<file path="src/sac_defines.svh">
`ifndef SAC_DEFINES_SVH
`define SAC_DEFINES_SVH

// ----------------------------------------
// register byte offsets
// ----------------------------------------
`define SAC_OFS_RESULT 8'h00
`define SAC_OFS_MODE 8'h04
`define SAC_OFS_START 8'h08
`define SAC_OFS_EDGE 8'h0C
`define SAC_OFS_CTRL 8'h10

// ----------------------------------------
// field positions
// ----------------------------------------
`define SAC_MODE_TRG_BIT 6
`define SAC_START_FLAG_BIT 7
`define SAC_CTRL_EN_BIT 0
`define SAC_CTRL_PINFN_BIT 1
`define SAC_CTRL_IRQEN_BIT 2
`define SAC_CTRL_DONE_BIT 3
`define SAC_RES_LSB 6

// ----------------------------------------
// widths, reset values and read-back constants
// ----------------------------------------
`define SAC_RES_W 10
`define SAC_MODE_RST 7'h00
`define SAC_START_RSVD 8'h3F
`define SAC_CKS_DIV8 2'b00
`define SAC_CKS_DIV4 2'b01
`define SAC_CKS_DIV2 2'b10
`define SAC_CKS_SUB 2'b11
`define SAC_DIV8_LAST 3'h7
`define SAC_DIV4_LAST 3'h3
`define SAC_DIV2_LAST 3'h1
`define SAC_SAMPLE_TICKS 4'h5
`define SAC_CH_FIRST 4'h4
`define SAC_CH_LAST 4'h9

`endif

</file>
<file path="src/sac_pkg.sv">
`default_nettype none
`include "sac_defines.svh"

package sac_pkg;

    // latched ahb address phase
    typedef struct packed {
        logic valid;
        logic write;
        logic [7:0] addr;
    } sac_dph_s;

    // mode register fields, bit 7 is not stored
    typedef struct packed {
        logic trg_en;
        logic [1:0] cks;
        logic [3:0] ch;
    } sac_mode_s;

    // approximation engine states
    typedef enum logic [1:0] {
        SAC_IDLE,
        SAC_SAMPLE,
        SAC_CONV
    } sac_state_e;

    typedef logic [`SAC_RES_W-1:0] sac_res_t;

endpackage : sac_pkg

`default_nettype wire

</file>
<file path="src/sac_sar.sv">
`default_nettype none
`include "sac_defines.svh"

module sac_sar (
    input wire logic hclk,
    input wire logic hresetn,
    input wire logic tick,
    input wire logic start,
    input wire logic abort,
    input wire logic comp_in,
    output logic busy,
    output logic done,
    output logic sample_hold,
    output sac_pkg::sac_res_t dac_code,
    output sac_pkg::sac_res_t result
);
    import sac_pkg::*;

    // ----------------------------------------
    // state
    // ----------------------------------------
    sac_state_e state_q; // engine phase
    logic [3:0] cnt_q; // sample ticks, then bit index
    sac_res_t sar_q; // trial code
    sac_res_t res_q; // final result, no reset
    logic done_q; // one-cycle completion pulse
    logic res_ok_q; // a result has been stored since reset
    sac_res_t trial; // trial code after comparator decision

    // one-hot mask of a bit position
    function automatic sac_res_t bit_mask(input logic [3:0] idx);
        bit_mask = sac_res_t'(1) << idx;
    endfunction : bit_mask

    // drop the trial bit when the input sits below the ladder level
    assign trial = comp_in ? sar_q : (sar_q & ~bit_mask(cnt_q));

    // ----------------------------------------
    // sequencer: sample, then one bit per tick
    // ----------------------------------------
    always_ff @(posedge hclk or negedge hresetn) begin
        if (!hresetn) begin
            state_q <= SAC_IDLE;
            cnt_q <= 4'h0;
            sar_q <= '0;
        end else if (abort) begin
            // forced stop, nothing is stored
            state_q <= SAC_IDLE;
        end else begin
            unique case (state_q)
                SAC_IDLE: begin
                    if (start) begin
                        // hold the input before any step
                        state_q <= SAC_SAMPLE;
                        cnt_q <= 4'h0;
                    end
                end
                SAC_SAMPLE: begin
                    if (tick && cnt_q == `SAC_SAMPLE_TICKS - 4'h1) begin
                        state_q <= SAC_CONV;
                        cnt_q <= 4'(`SAC_RES_W - 1);
                        sar_q <= bit_mask(4'(`SAC_RES_W - 1));
                    end else if (tick) begin
                        cnt_q <= cnt_q + 4'h1;
                    end
                end
                SAC_CONV: begin
                    // successive approximation, msb first
                    if (tick && cnt_q == 4'h0) begin
                        state_q <= SAC_IDLE;
                        sar_q <= trial;
                    end else if (tick) begin
                        sar_q <= trial | bit_mask(cnt_q - 4'h1);
                        cnt_q <= cnt_q - 4'h1;
                    end
                end
            endcase
        end
    end

    // ----------------------------------------
    // result store, kept until the next completion
    // ----------------------------------------
    // no reset: contents are undefined until the first conversion
    always_ff @(posedge hclk) begin
        if (state_q == SAC_CONV && tick && cnt_q == 4'h0 && !abort) begin
            res_q <= trial;
        end
    end

    // completion pulse
    always_ff @(posedge hclk or negedge hresetn) begin
        if (!hresetn) begin
            done_q <= 1'b0;
        end else begin
            done_q <= (state_q == SAC_CONV) && tick && cnt_q == 4'h0 && !abort;
        end
    end

    // helper for the hold check: the result word is undefined until the first store
    always_ff @(posedge hclk or negedge hresetn) begin
        if (!hresetn) begin
            res_ok_q <= 1'b0;
        end else if (done_q) begin
            res_ok_q <= 1'b1;
        end
    end

    assign busy = (state_q != SAC_IDLE);
    assign done = done_q;
    assign sample_hold = (state_q == SAC_SAMPLE);
    assign dac_code = sar_q;
    assign result = res_q;

    // ----------------------------------------
    // assertions
    // ----------------------------------------
    // gated by a stored result, since an undefined word would fire falsely
    property p_hold;
        @(posedge hclk) disable iff (!hresetn)
        res_ok_q && !busy && !start ##1 !busy |-> $stable(res_q);
    endproperty
    a_hold: assert property (p_hold) else $error("result changed while idle");

endmodule : sac_sar

`default_nettype wire

</file>
<file path="src/sac_ctrl.sv">
// Chosen here: the address map and the AHB-Lite interface to the registers.
`default_nettype none
`include "sac_defines.svh"

module sac_ctrl (
    input wire logic hclk,
    input wire logic hresetn,
    input wire logic hsel,
    input wire logic [31:0] haddr,
    input wire logic [1:0] htrans,
    input wire logic hwrite,
    input wire logic [2:0] hsize,
    input wire logic [31:0] hwdata,
    input wire logic hready,
    output logic hreadyout,
    output logic hresp,
    output logic [31:0] hrdata,
    input wire logic ext_trigger_pin,
    input wire logic subclock_in,
    input wire logic comp_in,
    output logic sample_hold,
    output sac_pkg::sac_res_t dac_code,
    output logic [2:0] analog_channel,
    output logic analog_channel_valid,
    output logic conversion_irq
);
    import sac_pkg::*;

    // ----------------------------------------
    // declarations
    // ----------------------------------------
    sac_dph_s dph_q; // pending data phase
    logic [31:0] hrdata_q; // read data captured in address phase
    sac_mode_s mode_q; // conversion_mode bits 6:0
    logic start_flag_q; // conversion_start_flag
    logic edge_sel_q; // trigger_edge_select, 1 = rising
    logic enable_q; // leaves module standby
    logic pin_fn_q; // trigger_pin_function_select
    logic irq_en_q; // conversion_irq_enable
    logic done_flag_q; // conversion_done_flag
    logic [2:0] trg_sync_q; // two-stage sync plus edge history
    logic [2:0] sub_sync_q; // subclock sync plus edge history
    logic sub_half_q; // subclock/2 phase
    logic [2:0] div_q; // system clock divider
    logic [2:0] chan_q; // registered channel number
    logic chan_ok_q; // registered channel valid
    logic addr_ph; // address phase accepted
    logic wr_start; // data-phase write to start register
    logic wr_ctrl; // data-phase write to control register
    logic trg_edge; // qualified trigger edge
    logic tick; // one conversion clock
    logic sar_start; // engine start pulse
    logic sar_abort; // engine forced stop
    logic sar_busy; // engine running
    logic sar_done; // engine completion pulse
    sac_res_t sar_result; // last stored result

    // channel decode: codes 4..9 map to inputs 0..5
    function automatic logic chan_valid(input logic [3:0] ch);
        chan_valid = (ch >= `SAC_CH_FIRST) && (ch <= `SAC_CH_LAST);
    endfunction : chan_valid

    // ----------------------------------------
    // ahb-lite slave
    // ----------------------------------------
    // zero wait states, always OKAY; hsize is not decoded, words only
    assign hreadyout = 1'b1;
    assign hresp = 1'b0;
    assign hrdata = hrdata_q;
    assign addr_ph = hsel && htrans[1] && hready;
    assign wr_start = dph_q.valid && dph_q.write && dph_q.addr == `SAC_OFS_START;
    assign wr_ctrl = dph_q.valid && dph_q.write && dph_q.addr == `SAC_OFS_CTRL;

    // latch the address phase for the following data phase
    always_ff @(posedge hclk or negedge hresetn) begin
        if (!hresetn) begin
            dph_q <= '0;
        end else if (hready) begin
            dph_q <= '{valid: addr_ph, write: hwrite, addr: haddr[7:0]};
        end
    end

    // read data is registered so it stands from the data phase start
    always_ff @(posedge hclk or negedge hresetn) begin
        if (!hresetn) begin
            hrdata_q <= 32'h0000_0000;
        end else if (addr_ph && !hwrite) begin
            unique case (haddr[7:0])
                // upper ten bits of a sixteen-bit word
                `SAC_OFS_RESULT: hrdata_q <= {16'h0000, sar_result, 6'h00};
                `SAC_OFS_MODE: hrdata_q <= {24'h00_0000, 1'b0, mode_q};
                `SAC_OFS_START: hrdata_q <= {24'h00_0000,
                    `SAC_START_RSVD | {start_flag_q, 7'h00}};
                `SAC_OFS_EDGE: hrdata_q <= {31'h0000_0000, edge_sel_q};
                `SAC_OFS_CTRL: hrdata_q <= {28'h000_0000, done_flag_q,
                    irq_en_q, pin_fn_q, enable_q};
                // unmapped offsets read as zero
                default: hrdata_q <= 32'h0000_0000;
            endcase
        end
    end

    // ----------------------------------------
    // software-written configuration
    // ----------------------------------------
    // mode register, bit 7 not stored so writes cannot reach it
    always_ff @(posedge hclk or negedge hresetn) begin
        if (!hresetn) begin
            mode_q <= `SAC_MODE_RST;
        end else if (dph_q.valid && dph_q.write && dph_q.addr == `SAC_OFS_MODE) begin
            mode_q <= hwdata[6:0];
        end
    end

    // edge select register
    always_ff @(posedge hclk or negedge hresetn) begin
        if (!hresetn) begin
            edge_sel_q <= 1'b0;
        end else if (dph_q.valid && dph_q.write && dph_q.addr == `SAC_OFS_EDGE) begin
            edge_sel_q <= hwdata[0];
        end
    end

    // control: standby release, pin function, irq enable
    always_ff @(posedge hclk or negedge hresetn) begin
        if (!hresetn) begin
            enable_q <= 1'b0; // halted in standby out of reset
            pin_fn_q <= 1'b0;
            irq_en_q <= 1'b0;
        end else if (wr_ctrl) begin
            enable_q <= hwdata[`SAC_CTRL_EN_BIT];
            pin_fn_q <= hwdata[`SAC_CTRL_PINFN_BIT];
            irq_en_q <= hwdata[`SAC_CTRL_IRQEN_BIT];
        end
    end

    // ----------------------------------------
    // external trigger
    // ----------------------------------------
    // two flops before any logic, third keeps the previous sample
    always_ff @(posedge hclk or negedge hresetn) begin
        if (!hresetn) begin
            trg_sync_q <= 3'h0;
        end else begin
            trg_sync_q <= {trg_sync_q[1:0], ext_trigger_pin};
        end
    end

    // edge picked by select bit, gated by enable, pin function and the mode trigger enable
    assign trg_edge = enable_q && pin_fn_q && mode_q.trg_en
        && (edge_sel_q ? (trg_sync_q[1] && !trg_sync_q[2])
                       : (!trg_sync_q[1] && trg_sync_q[2]));

    // ----------------------------------------
    // start flag
    // ----------------------------------------
    // a start in the completion cycle wins over the self-clear
    always_ff @(posedge hclk or negedge hresetn) begin
        if (!hresetn) begin
            start_flag_q <= 1'b0;
        end else if (!enable_q) begin
            start_flag_q <= 1'b0;
        end else if (trg_edge || (wr_start && hwdata[`SAC_START_FLAG_BIT])) begin
            start_flag_q <= 1'b1;
        end else if (sar_done || wr_start) begin
            start_flag_q <= 1'b0;
        end
    end

    assign sar_start = start_flag_q && !sar_busy && !sar_done;
    // a zero written mid-conversion aborts; standby also stops it
    assign sar_abort = !enable_q || (wr_start && !hwdata[`SAC_START_FLAG_BIT]);

    // ----------------------------------------
    // conversion clock
    // ----------------------------------------
    // subclock is a pin: synchronise, then count its rising edges
    always_ff @(posedge hclk or negedge hresetn) begin
        if (!hresetn) begin
            sub_sync_q <= 3'h0;
            sub_half_q <= 1'b0;
        end else begin
            sub_sync_q <= {sub_sync_q[1:0], subclock_in};
            if (sub_sync_q[1] && !sub_sync_q[2]) begin
                sub_half_q <= !sub_half_q;
            end
        end
    end

    // divider restarts while idle so every conversion on a system clock divider has equal length
    always_ff @(posedge hclk or negedge hresetn) begin
        if (!hresetn) begin
            div_q <= 3'h0;
        end else if (!sar_busy || tick) begin
            div_q <= 3'h0;
        end else begin
            div_q <= div_q + 3'h1;
        end
    end

    // fifteen ticks per conversion stay within 124, 62 and 31 states
    always_comb begin
        unique case (mode_q.cks)
            `SAC_CKS_DIV8: tick = (div_q == `SAC_DIV8_LAST);
            `SAC_CKS_DIV4: tick = (div_q == `SAC_DIV4_LAST);
            `SAC_CKS_DIV2: tick = (div_q == `SAC_DIV2_LAST);
            `SAC_CKS_SUB: tick = sub_sync_q[1] && !sub_sync_q[2] && sub_half_q;
        endcase
    end

    // ----------------------------------------
    // approximation engine
    // ----------------------------------------
    sac_sar u_sar (
        .hclk(hclk),
        .hresetn(hresetn),
        .tick(tick),
        .start(sar_start),
        .abort(sar_abort),
        .comp_in(comp_in),
        .busy(sar_busy),
        .done(sar_done),
        .sample_hold(sample_hold),
        .dac_code(dac_code),
        .result(sar_result)
    );

    // ----------------------------------------
    // done flag and interrupt request
    // ----------------------------------------
    // write 1 clears; a completion in the same cycle wins
    always_ff @(posedge hclk or negedge hresetn) begin
        if (!hresetn) begin
            done_flag_q <= 1'b0;
        end else if (sar_done) begin
            done_flag_q <= 1'b1;
        end else if (wr_ctrl && hwdata[`SAC_CTRL_DONE_BIT]) begin
            done_flag_q <= 1'b0;
        end
    end

    assign conversion_irq = done_flag_q && irq_en_q;

    // channel mux select, invalid codes select nothing
    always_ff @(posedge hclk or negedge hresetn) begin
        if (!hresetn) begin
            chan_q <= 3'h0;
            chan_ok_q <= 1'b0;
        end else begin
            chan_ok_q <= chan_valid(mode_q.ch);
            chan_q <= chan_valid(mode_q.ch) ? 3'(mode_q.ch - `SAC_CH_FIRST) : 3'h0;
        end
    end

    assign analog_channel = chan_q;
    assign analog_channel_valid = chan_ok_q;

    // ----------------------------------------
    // assertions
    // ----------------------------------------
    property p_standby;
        @(posedge hclk) disable iff (!hresetn) !enable_q |=> !sar_busy && !start_flag_q;
    endproperty
    a_standby: assert property (p_standby) else $error("converter ran in standby");
    property p_self_clear;
        @(posedge hclk) disable iff (!hresetn)
        sar_done && !trg_edge && !wr_start |=> !start_flag_q && done_flag_q;
    endproperty
    a_self_clear: assert property (p_self_clear) else $error("flag not cleared");
    property p_irq;
        @(posedge hclk) disable iff (!hresetn) sar_done && irq_en_q |=> conversion_irq;
    endproperty
    a_irq: assert property (p_irq) else $error("no irq after completion");
    property p_trg_off;
        @(posedge hclk) disable iff (!hresetn)
        !mode_q.trg_en && !start_flag_q && !wr_start |=> !start_flag_q;
    endproperty
    a_trg_off: assert property (p_trg_off) else $error("disabled trigger started");
    property p_sample_first;
        @(posedge hclk) disable iff (!hresetn)
        sar_start && !sar_abort |=> sample_hold [*5];
    endproperty
    a_sample_first: assert property (p_sample_first) else $error("no sample phase");
    property p_abort;
        @(posedge hclk) disable iff (!hresetn)
        sar_busy && wr_start && !hwdata[7] |=> !sar_busy && !start_flag_q;
    endproperty
    a_abort: assert property (p_abort) else $error("abort ignored");
    property p_mode7;
        @(posedge hclk) disable iff (!hresetn)
        addr_ph && !hwrite && haddr[7:0] == `SAC_OFS_MODE |=> hrdata[7] == 1'b0;
    endproperty
    a_mode7: assert property (p_mode7) else $error("mode bit 7 read as one");
    property p_res_just;
        @(posedge hclk) disable iff (!hresetn)
        addr_ph && !hwrite && haddr[7:0] == `SAC_OFS_RESULT |=> hrdata[5:0] == 6'h00
            && hrdata[31:16] == 16'h0000;
    endproperty
    a_res_just: assert property (p_res_just) else $error("result not left-justified");
    property p_trg_start;
        @(posedge hclk) disable iff (!hresetn) trg_edge |=> start_flag_q;
    endproperty
    a_trg_start: assert property (p_trg_start) else $error("trigger edge lost");

    c_done: cover property (@(posedge hclk) disable iff (!hresetn) sar_done);
    c_trig: cover property (@(posedge hclk) disable iff (!hresetn) trg_edge && !sar_busy);
    c_abort: cover property (@(posedge hclk) disable iff (!hresetn) sar_busy && sar_abort);
    c_sub: cover property (@(posedge hclk) disable iff (!hresetn)
        sar_done && mode_q.cks == `SAC_CKS_SUB);

endmodule : sac_ctrl

`default_nettype wire

</file>
<file path="config.mk">
export PLATFORM = sky130hd
export DESIGN_NAME = sac_ctrl
export DESIGN_NICKNAME = d
export VERILOG_FILES = /design/src/sac_pkg.sv /design/src/sac_sar.sv /design/src/sac_ctrl.sv
export VERILOG_INCLUDE_DIRS = /design/src
export SDC_FILE = /design/constraint.sdc
export NUM_CORES = 1
export LEC_CHECK = 0
export BUFFER_PORTS_ARGS = -buffer_cell sky130_fd_sc_hd__buf_2
export CELL_PAD_IN_SITES_DETAIL_PLACEMENT = 1
export CELL_PAD_IN_SITES_GLOBAL_PLACEMENT = 1
export CORE_ASPECT_RATIO = 1.5
export CORE_UTILIZATION = 35
export DETAILED_ROUTE_END_ITERATION = 12
export GPL_TIMING_DRIVEN = 0
export HOLD_SLACK_MARGIN = 0.05
export PLACE_DENSITY_LB_ADDON = 0.1
export SETUP_SLACK_MARGIN = 0.5
export SLEW_MARGIN = 10
export SYNTH_ARGS = -nofsm -noshare
export SYNTH_HDL_FRONTEND = slang
export SYNTH_HIERARCHICAL = 1
export SYNTH_SLANG_ARGS = --single-unit
</file>
<file path="constraint.sdc">
create_clock -name hclk -period 2.8 [get_ports hclk]
set_input_delay 0.84 -clock hclk [delete_from_list [all_inputs] [get_ports hclk]]
set_output_delay 0.84 -clock hclk [all_outputs]
set_load 0.05 [all_outputs]
</file>
Word level (Yosys, flattened, before mapping)
Cells that the tools add are included.
Storage, ports and cells
  register bits after elaboration: 96
  latch bits: 0
  RAM bits: 0
  memory bits (read-only): 0
  input bits: 77
  output and inout bits: 50
  word-level logic and storage cells: 140
  memories: 0
Cells by class
  add/subtract/negate cells: 4
  multipliers: 0
  divide/modulo/power cells: 0
  magnitude comparators: 2
  equality and inequality tests: 27
  shift-type cells: 2
  multiplexer cells: 26
  bitwise operators: 4
  reduce and logical (&&, ||, !) cells: 51
Operators with widths (number)
  $pmux W16 S5: 1
  $mux W10: 4
  $eq A8 B4 Y1 const B: 4
  $logic_and A1 B1 Y1: 27
  $mux W4: 5
  $pmux W10 S2: 1
  $shl A1 B4 Y10 const A: 2
  $eq A8 B3 Y1 const B: 2
  $eq A8 B5 Y1 const B: 2
  $ne A3 B1 Y1 const B: 4
  $pmux W4 S3: 1
  $and A10 B10 Y10: 1
  $logic_not A1 Y1: 10
  $not A10 Y10: 1
  $or A10 B10 Y10: 1
  $logic_not A8 Y1: 1
  $mux W2: 4
  $eq A2 B2 Y1 const B: 3
  $mux W1: 6
  $mux W3: 2
  $ne A2 B2 Y1 const B: 3
  $ne A3 B2 Y1 const B: 2
  $pmux W2 S3: 1
  $reduce_bool A2 Y1: 3
  20 further kinds: 25

Longest topological paths before layout
  depth after elaboration: 8
  depth in mapped cells: 10
  gate-level depth less buffers: 9

Hierarchy
Netlist, hierarchy kept.
Modules (own cells, without submodules)
  sac_ctrl: times used 1, cells each 199, area an instance 2382.3 um^2
  sac_sar: times used 1, cells each 156, area an instance 1570.3 um^2

Worst setup path before layout
OpenSTA, ideal clock, no wires.
  kind: reg-to-reg
  start point: register mode_q[4] (netlist name)
  end point: register u_sar.res_q[0], in the netlist u_sar/result[0], enable pin
  setup time: 406 ps
  arrival time: 2355 ps
  required time: 2394 ps
  path slack: 38 ps
  cell stages (with the launch flop): 8
  buffers on the path: 0
  period minus slack after synthesis: 2762 ps
  path through: dfrtp_1 > inv_1 > ha_1 > xnor2_1 > nand4b_1 > nand2_1 > nand3b_1 > nor4_1
Between the ends
  word-level cells in the longest chain between the ends: 5
  elaborated cells on any way between the ends: 8
  classes of those cells: eq/ne (3); mux (1); reduce/logical (4)
Ends and longest elaborated chain
  start: declaration: RTL line sac_ctrl.sv:34  | sac_mode_s mode_q;
  start signal: assignment: RTL line sac_ctrl.sv:109  | mode_q <= `SAC_MODE_RST;
  start signal: assignment: RTL line sac_ctrl.sv:111  | mode_q <= hwdata[6:0];
  $eq A2 B2 Y1 (tied with other cells): RTL line sac_ctrl.sv:203  | unique case (mode_q.cks)
  $pmux W1 S4 (*): RTL line sac_ctrl.sv:203
  via tick: RTL line sac_ctrl.sv:51  | logic tick;
  $logic_and A1 B1 Y1 (*) (3 in series): RTL line sac_sar.sv:86  | if (state_q == SAC_CONV && tick && cnt_q == 4'h0 && !abort) begin
  end signal: assignment: RTL line sac_sar.sv:87  | res_q <= trial;
  end: declaration: RTL line sac_sar.sv:25  | sac_res_t res_q;
The timed path passes the listed nets; every way through them passes the cells marked *.
A chain may end at the register's enable or synchronous reset.

Final worst setup path
  start point: register mode_q[4] (netlist name)
  end point: register u_sar.cnt_q[3]
Between the ends
  word-level cells in the longest chain between the ends: 5
  elaborated cells on any way between the ends: 13
  classes of those cells: eq/ne (6); mux (3); reduce/logical (4)
Ends and longest elaborated chain
  $eq A2 B2 Y1 (tied with other cells): RTL line sac_ctrl.sv:203
  $pmux W1 S4 (*): RTL line sac_ctrl.sv:203
  via tick: RTL line sac_ctrl.sv:51
  $logic_and A1 B1 Y1 (on tied branches): RTL line sac_sar.sv:59, sac_sar.sv:69
  $ne A3 B1 Y1 (no line) (tied with other cells)
  $reduce_and A5 Y1 (no line) or $pmux W4 S3 (tied branches)
  end signal: assignment: RTL line sac_sar.sv:61  | cnt_q <= 4'(`SAC_RES_W - 1);
  end signal: assignment: RTL line sac_sar.sv:64  | cnt_q <= cnt_q + 4'h1;
  end signal: assignment: RTL line sac_sar.sv:74  | cnt_q <= cnt_q - 4'h1;
  end: declaration: RTL line sac_sar.sv:23  | logic [3:0] cnt_q;
Marked as above.

==> summary.txt <==
Status
  – Status: complete, no violations

Global routing
  – Initial antenna violation count: 0
  – Overflow after GRT: 0
  – Global-route wire length before repair: 16700 um
  – Number of global-route vias before repair: 3229
  – GRT Total Usage: 0.191
  – Pin count of the biggest net entering global routing: 41

Yosys
  – Mux contribution to synthesized area: 0.0617
  – Register area share after synthesis: 0.519
  – Largest family of logic cells by synthesized area: simple AND/OR/NAND/NOR gates
  – Adder-Cell Fraction of Synth Area: 0.0443
  – Post-synth EDFFs: 10
  – Synth top area cells: dfrtp_1 (44%), edfxtp_1 (7.6%), mux2_2 (5.4%)
  – Number of synthesized register bits: 80
  – Post-Synth XOR/XNOR Area: 0.00886
  – Mapped Cells: 355
  – Cell variety after synth: 62
  – Mapped Area: 3950 um2
  – Post-synth ARST share: 0.875
  – Post-synthesis simple-gate area fraction: 0.157
  – Average cell area after synthesis: 11.1 um2
  – Area leader, netlist: dfrtp_1
  – Synth warn: 6
  – Complex-gate fraction of the synthesized area: 0.142
  – Most common flop cell mapped by yosys: dfrtp_1
  – Synth top area share: 0.443

Clocking
  – H-tree depth: 3
  – Sink Count: 80
  – Clk_lat worst skew: 0.34 ns
  – CTS Hold Buffers Added: 0
  – CTS root buffer: clkbuf_16
  – TritonCTS clock tree: yes
  – Reg clk slew, reported paths: 0.07 ns
  – Buffer depth of the longest clock path: 2
  – Num CTS Buffers: 9

Drt
  – DRC: 0
  – DR pass1 iterations: 4
  – WL final: 10600 um
  – Drt initial violations: 46
  – Wire length on met3: 292 um
  – Via/cell ratio: 5.03
  – Met2 wire len: 5960 um
  – DR vias: 3071
  – Post-route ant nets: 0
  – Wire per inst: 17.4 um
  – Metal-1 WL: 4130 um
  – Top layer in use: met4

Timing
  – Fin crit share: 0.857
  – Fin crit period: 2.40 ns
  – Worst slew margin: 0.541
  – Max Slew Vio Count: 0
  – Final hold violations: 0
  – Max Freq: 0.417 GHz
  – RSZ-0062 raised after global routing: true
  – Final setup fails: 0
  – Worst clock skew: 0.00798 ns
  – Worst Tran Pin Value: 0.689 ns

Pwr
  – Clock Power Share: 0.420
  – Switching Share: 0.272
  – Power per cell area: 509 nW/um2
  – IR drop worst, VDD: 0.259 mV
  – Power Internal: 1.92 mW
  – Comb pwr share: 0.105
  – Leakage power: 2.35 nW
  – Switching pwr: 717 uW
  – Seq pwr share: 0.475

Run
  – Max cap viols: 0

Floorplan
  – Die height: 132 um
  – I/O pin count: 127
  – Chip width: 88.8 um
  – # rows: 47
  – Core Footprint: 11000 um2
  – Starting Density: 0.359
  – Area of the die: 11700 um2

Cells and area
  – ANT cells: 0
  – Layout cells sized above 1: 0.369
  – Final Instance Count excl. Fillers: 611
  – Layout area overhead: 31.0%
  – Nets: 550
  – Layout Utilization: 0.471

Placed design
  – Dpl hpwl: 7780 um
  – Placed cells: 574
  – Placer Congestion: 0.780
  – I/O Buffers: 55

Critical path
  – Crit path capture type: flip-flop
  – CP arrival: 2.66 ns
  – Worst path required time: 3.06 ns
  – Worst setup SP type: flip-flop
  – Worst-path maximum fanout: 5
  – Type of the worst setup path: reg -> reg

Worst hold path
  – Hold Path Class: reg -> reg
[logic make-up (layout without fill, tap and decap cells)]
group	count (synthesis)	count (layout)
and+or+nand+nor	108	108
AOI/OAI and AO/OA	77	77
DFF	80	80
xor gates and xnor gates	4	4
buffers and inverters	48	141
other	2	18
muxes	22	22
adders and majority gates	14	14
[area by class of cell]
type	count	area, um2
clock buffers	9	225
multi-input cells	243	1920
repair buffers	77	475
plain buffers	29	193
inverters	19	71.3
clock inverters	7	52.6
well taps	147	184
fillers	1249	5820
flip-flops and latches	80	2050
[cells in the final DEF, fill, tap and decap left out, types with 7 or more instances in the layout]
master     count
a22o_1         8
a31oi_1        7
buf_2         54
buf_4         37
clkbuf_1       8
clkbuf_16      9
conb_1        18
dfrtp_1       69
edfxtp_1      10
ha_1          12
inv_1         17
mux2_2        11
mux2_4         8
nand2_1       32
nor2_1        18
nor2b_1        8
o21ai_1        8
[timing repair]
item / in CTS / in global routing
endpoints found under the setup margin: 27 / 36
buffers inserted: 16 / 5
pin swaps: 7 / 9
gates resized for setup: 10 / 33
[per-layer routing]
metal,vias to the layer above,GRT usage
met4,0,0.0842
met1,1535,0.207
met3,16,0.0276
met5,-,0
li1,1465,-
met2,55,0.354
[final timing paths]
kind                                from           endpoint  slack (ns)  depth (start not counted)
setup / recovery               mode_q[4]     u_sar/cnt_q[3]        0.40                         10
hold / removal             sub_sync_q[0]      sub_sync_q[1]        0.35                          0
setup reg to reg               mode_q[4]     u_sar/cnt_q[3]        0.40                         10
hold reg to reg            sub_sync_q[0]      sub_sync_q[1]        0.35                          0
max in group asynchronous        hresetn  u_sar/dac_code[6]        1.80                          2
min in group asynchronous        hresetn  analog_channel[1]        0.43                          1
[registers in the layout, summed over array words and instances, names as in the netlist]
signal,count
analog_channel,3
analog_channel_valid,1
div_q,3
done_flag_q,1
dph_q,10
edge_sel_q,1
enable_q,1
hrdata,16
irq_en_q,1
mode_q,7
pin_fn_q,1
start_flag_q,1
sub_half_q,1
sub_sync_q,3
trg_sync_q,3
u_sar/cnt_q,4
u_sar/dac_code,10
u_sar/done,1
u_sar/result,10
u_sar/state_q,2
[Yosys cell counts, types with 3 or more instances]
library cell and instances:
a211o_1 3, a21boi_1 6, a21oi_1 6, a22o_1 8
a22oi_1 6, a31oi_1 8, buf_4 18, clkbuf_1 9
dfrtp_1 70, edfxtp_1 10, ha_1 14, inv_1 18
mux2_2 19, mux2i_1 3, nand2_1 33, nand2b_1 6
nand3_1 4, nand4_1 4, nand4b_1 5, nor2_1 18
nor2b_1 8, nor3_1 3, nor3b_1 4, nor4_1 6
o21ai_0 4, o21ai_1 10, o221ai_1 3, o2bb2ai_1 3
xnor2_1 3
[critical path, cell delays in order, from the launching register on]
cell      delay, ns
dfrtp_2        0.42
inv_2          0.07
ha_4           0.20
xnor2_2        0.15
nand4b_1       0.15
nand2_2        0.15
o21ba_4        0.16
or4_4          0.41
buf_6          0.13
or4_4          0.41
o211ai_2       0.07
[through the flow]
stage	power [mW]	hold WS (ns)	setup TNS (ns)	worst slack, ns	cell area [um2]
after floorplan	1.45	0.331	0	0.479	4050
after global placement	1.53	0.336	-0.124	-0.124	4510
after detailed placement	1.54	0.336	-0.386	-0.130	4530
after CTS	2.66	0.350	0	0.387	4990
after global routing	2.74	0.353	0	0.295	5180
final	2.63	0.349	0	0.402	5180
[power groups by stage]
stage / combinational [mW] / sequential, mW / clock, mW
2_1_floorplan: 0.140 / 1.31 / 0
3_3_place_gp: 0.260 / 1.27 / 0
3_5_place_dp: 0.267 / 1.27 / 0
4_1_cts: 0.275 / 1.25 / 1.14
5_1_grt: 0.302 / 1.26 / 1.18
6_report: 0.278 / 1.25 / 1.11
(Power assumes the default switching activity.)
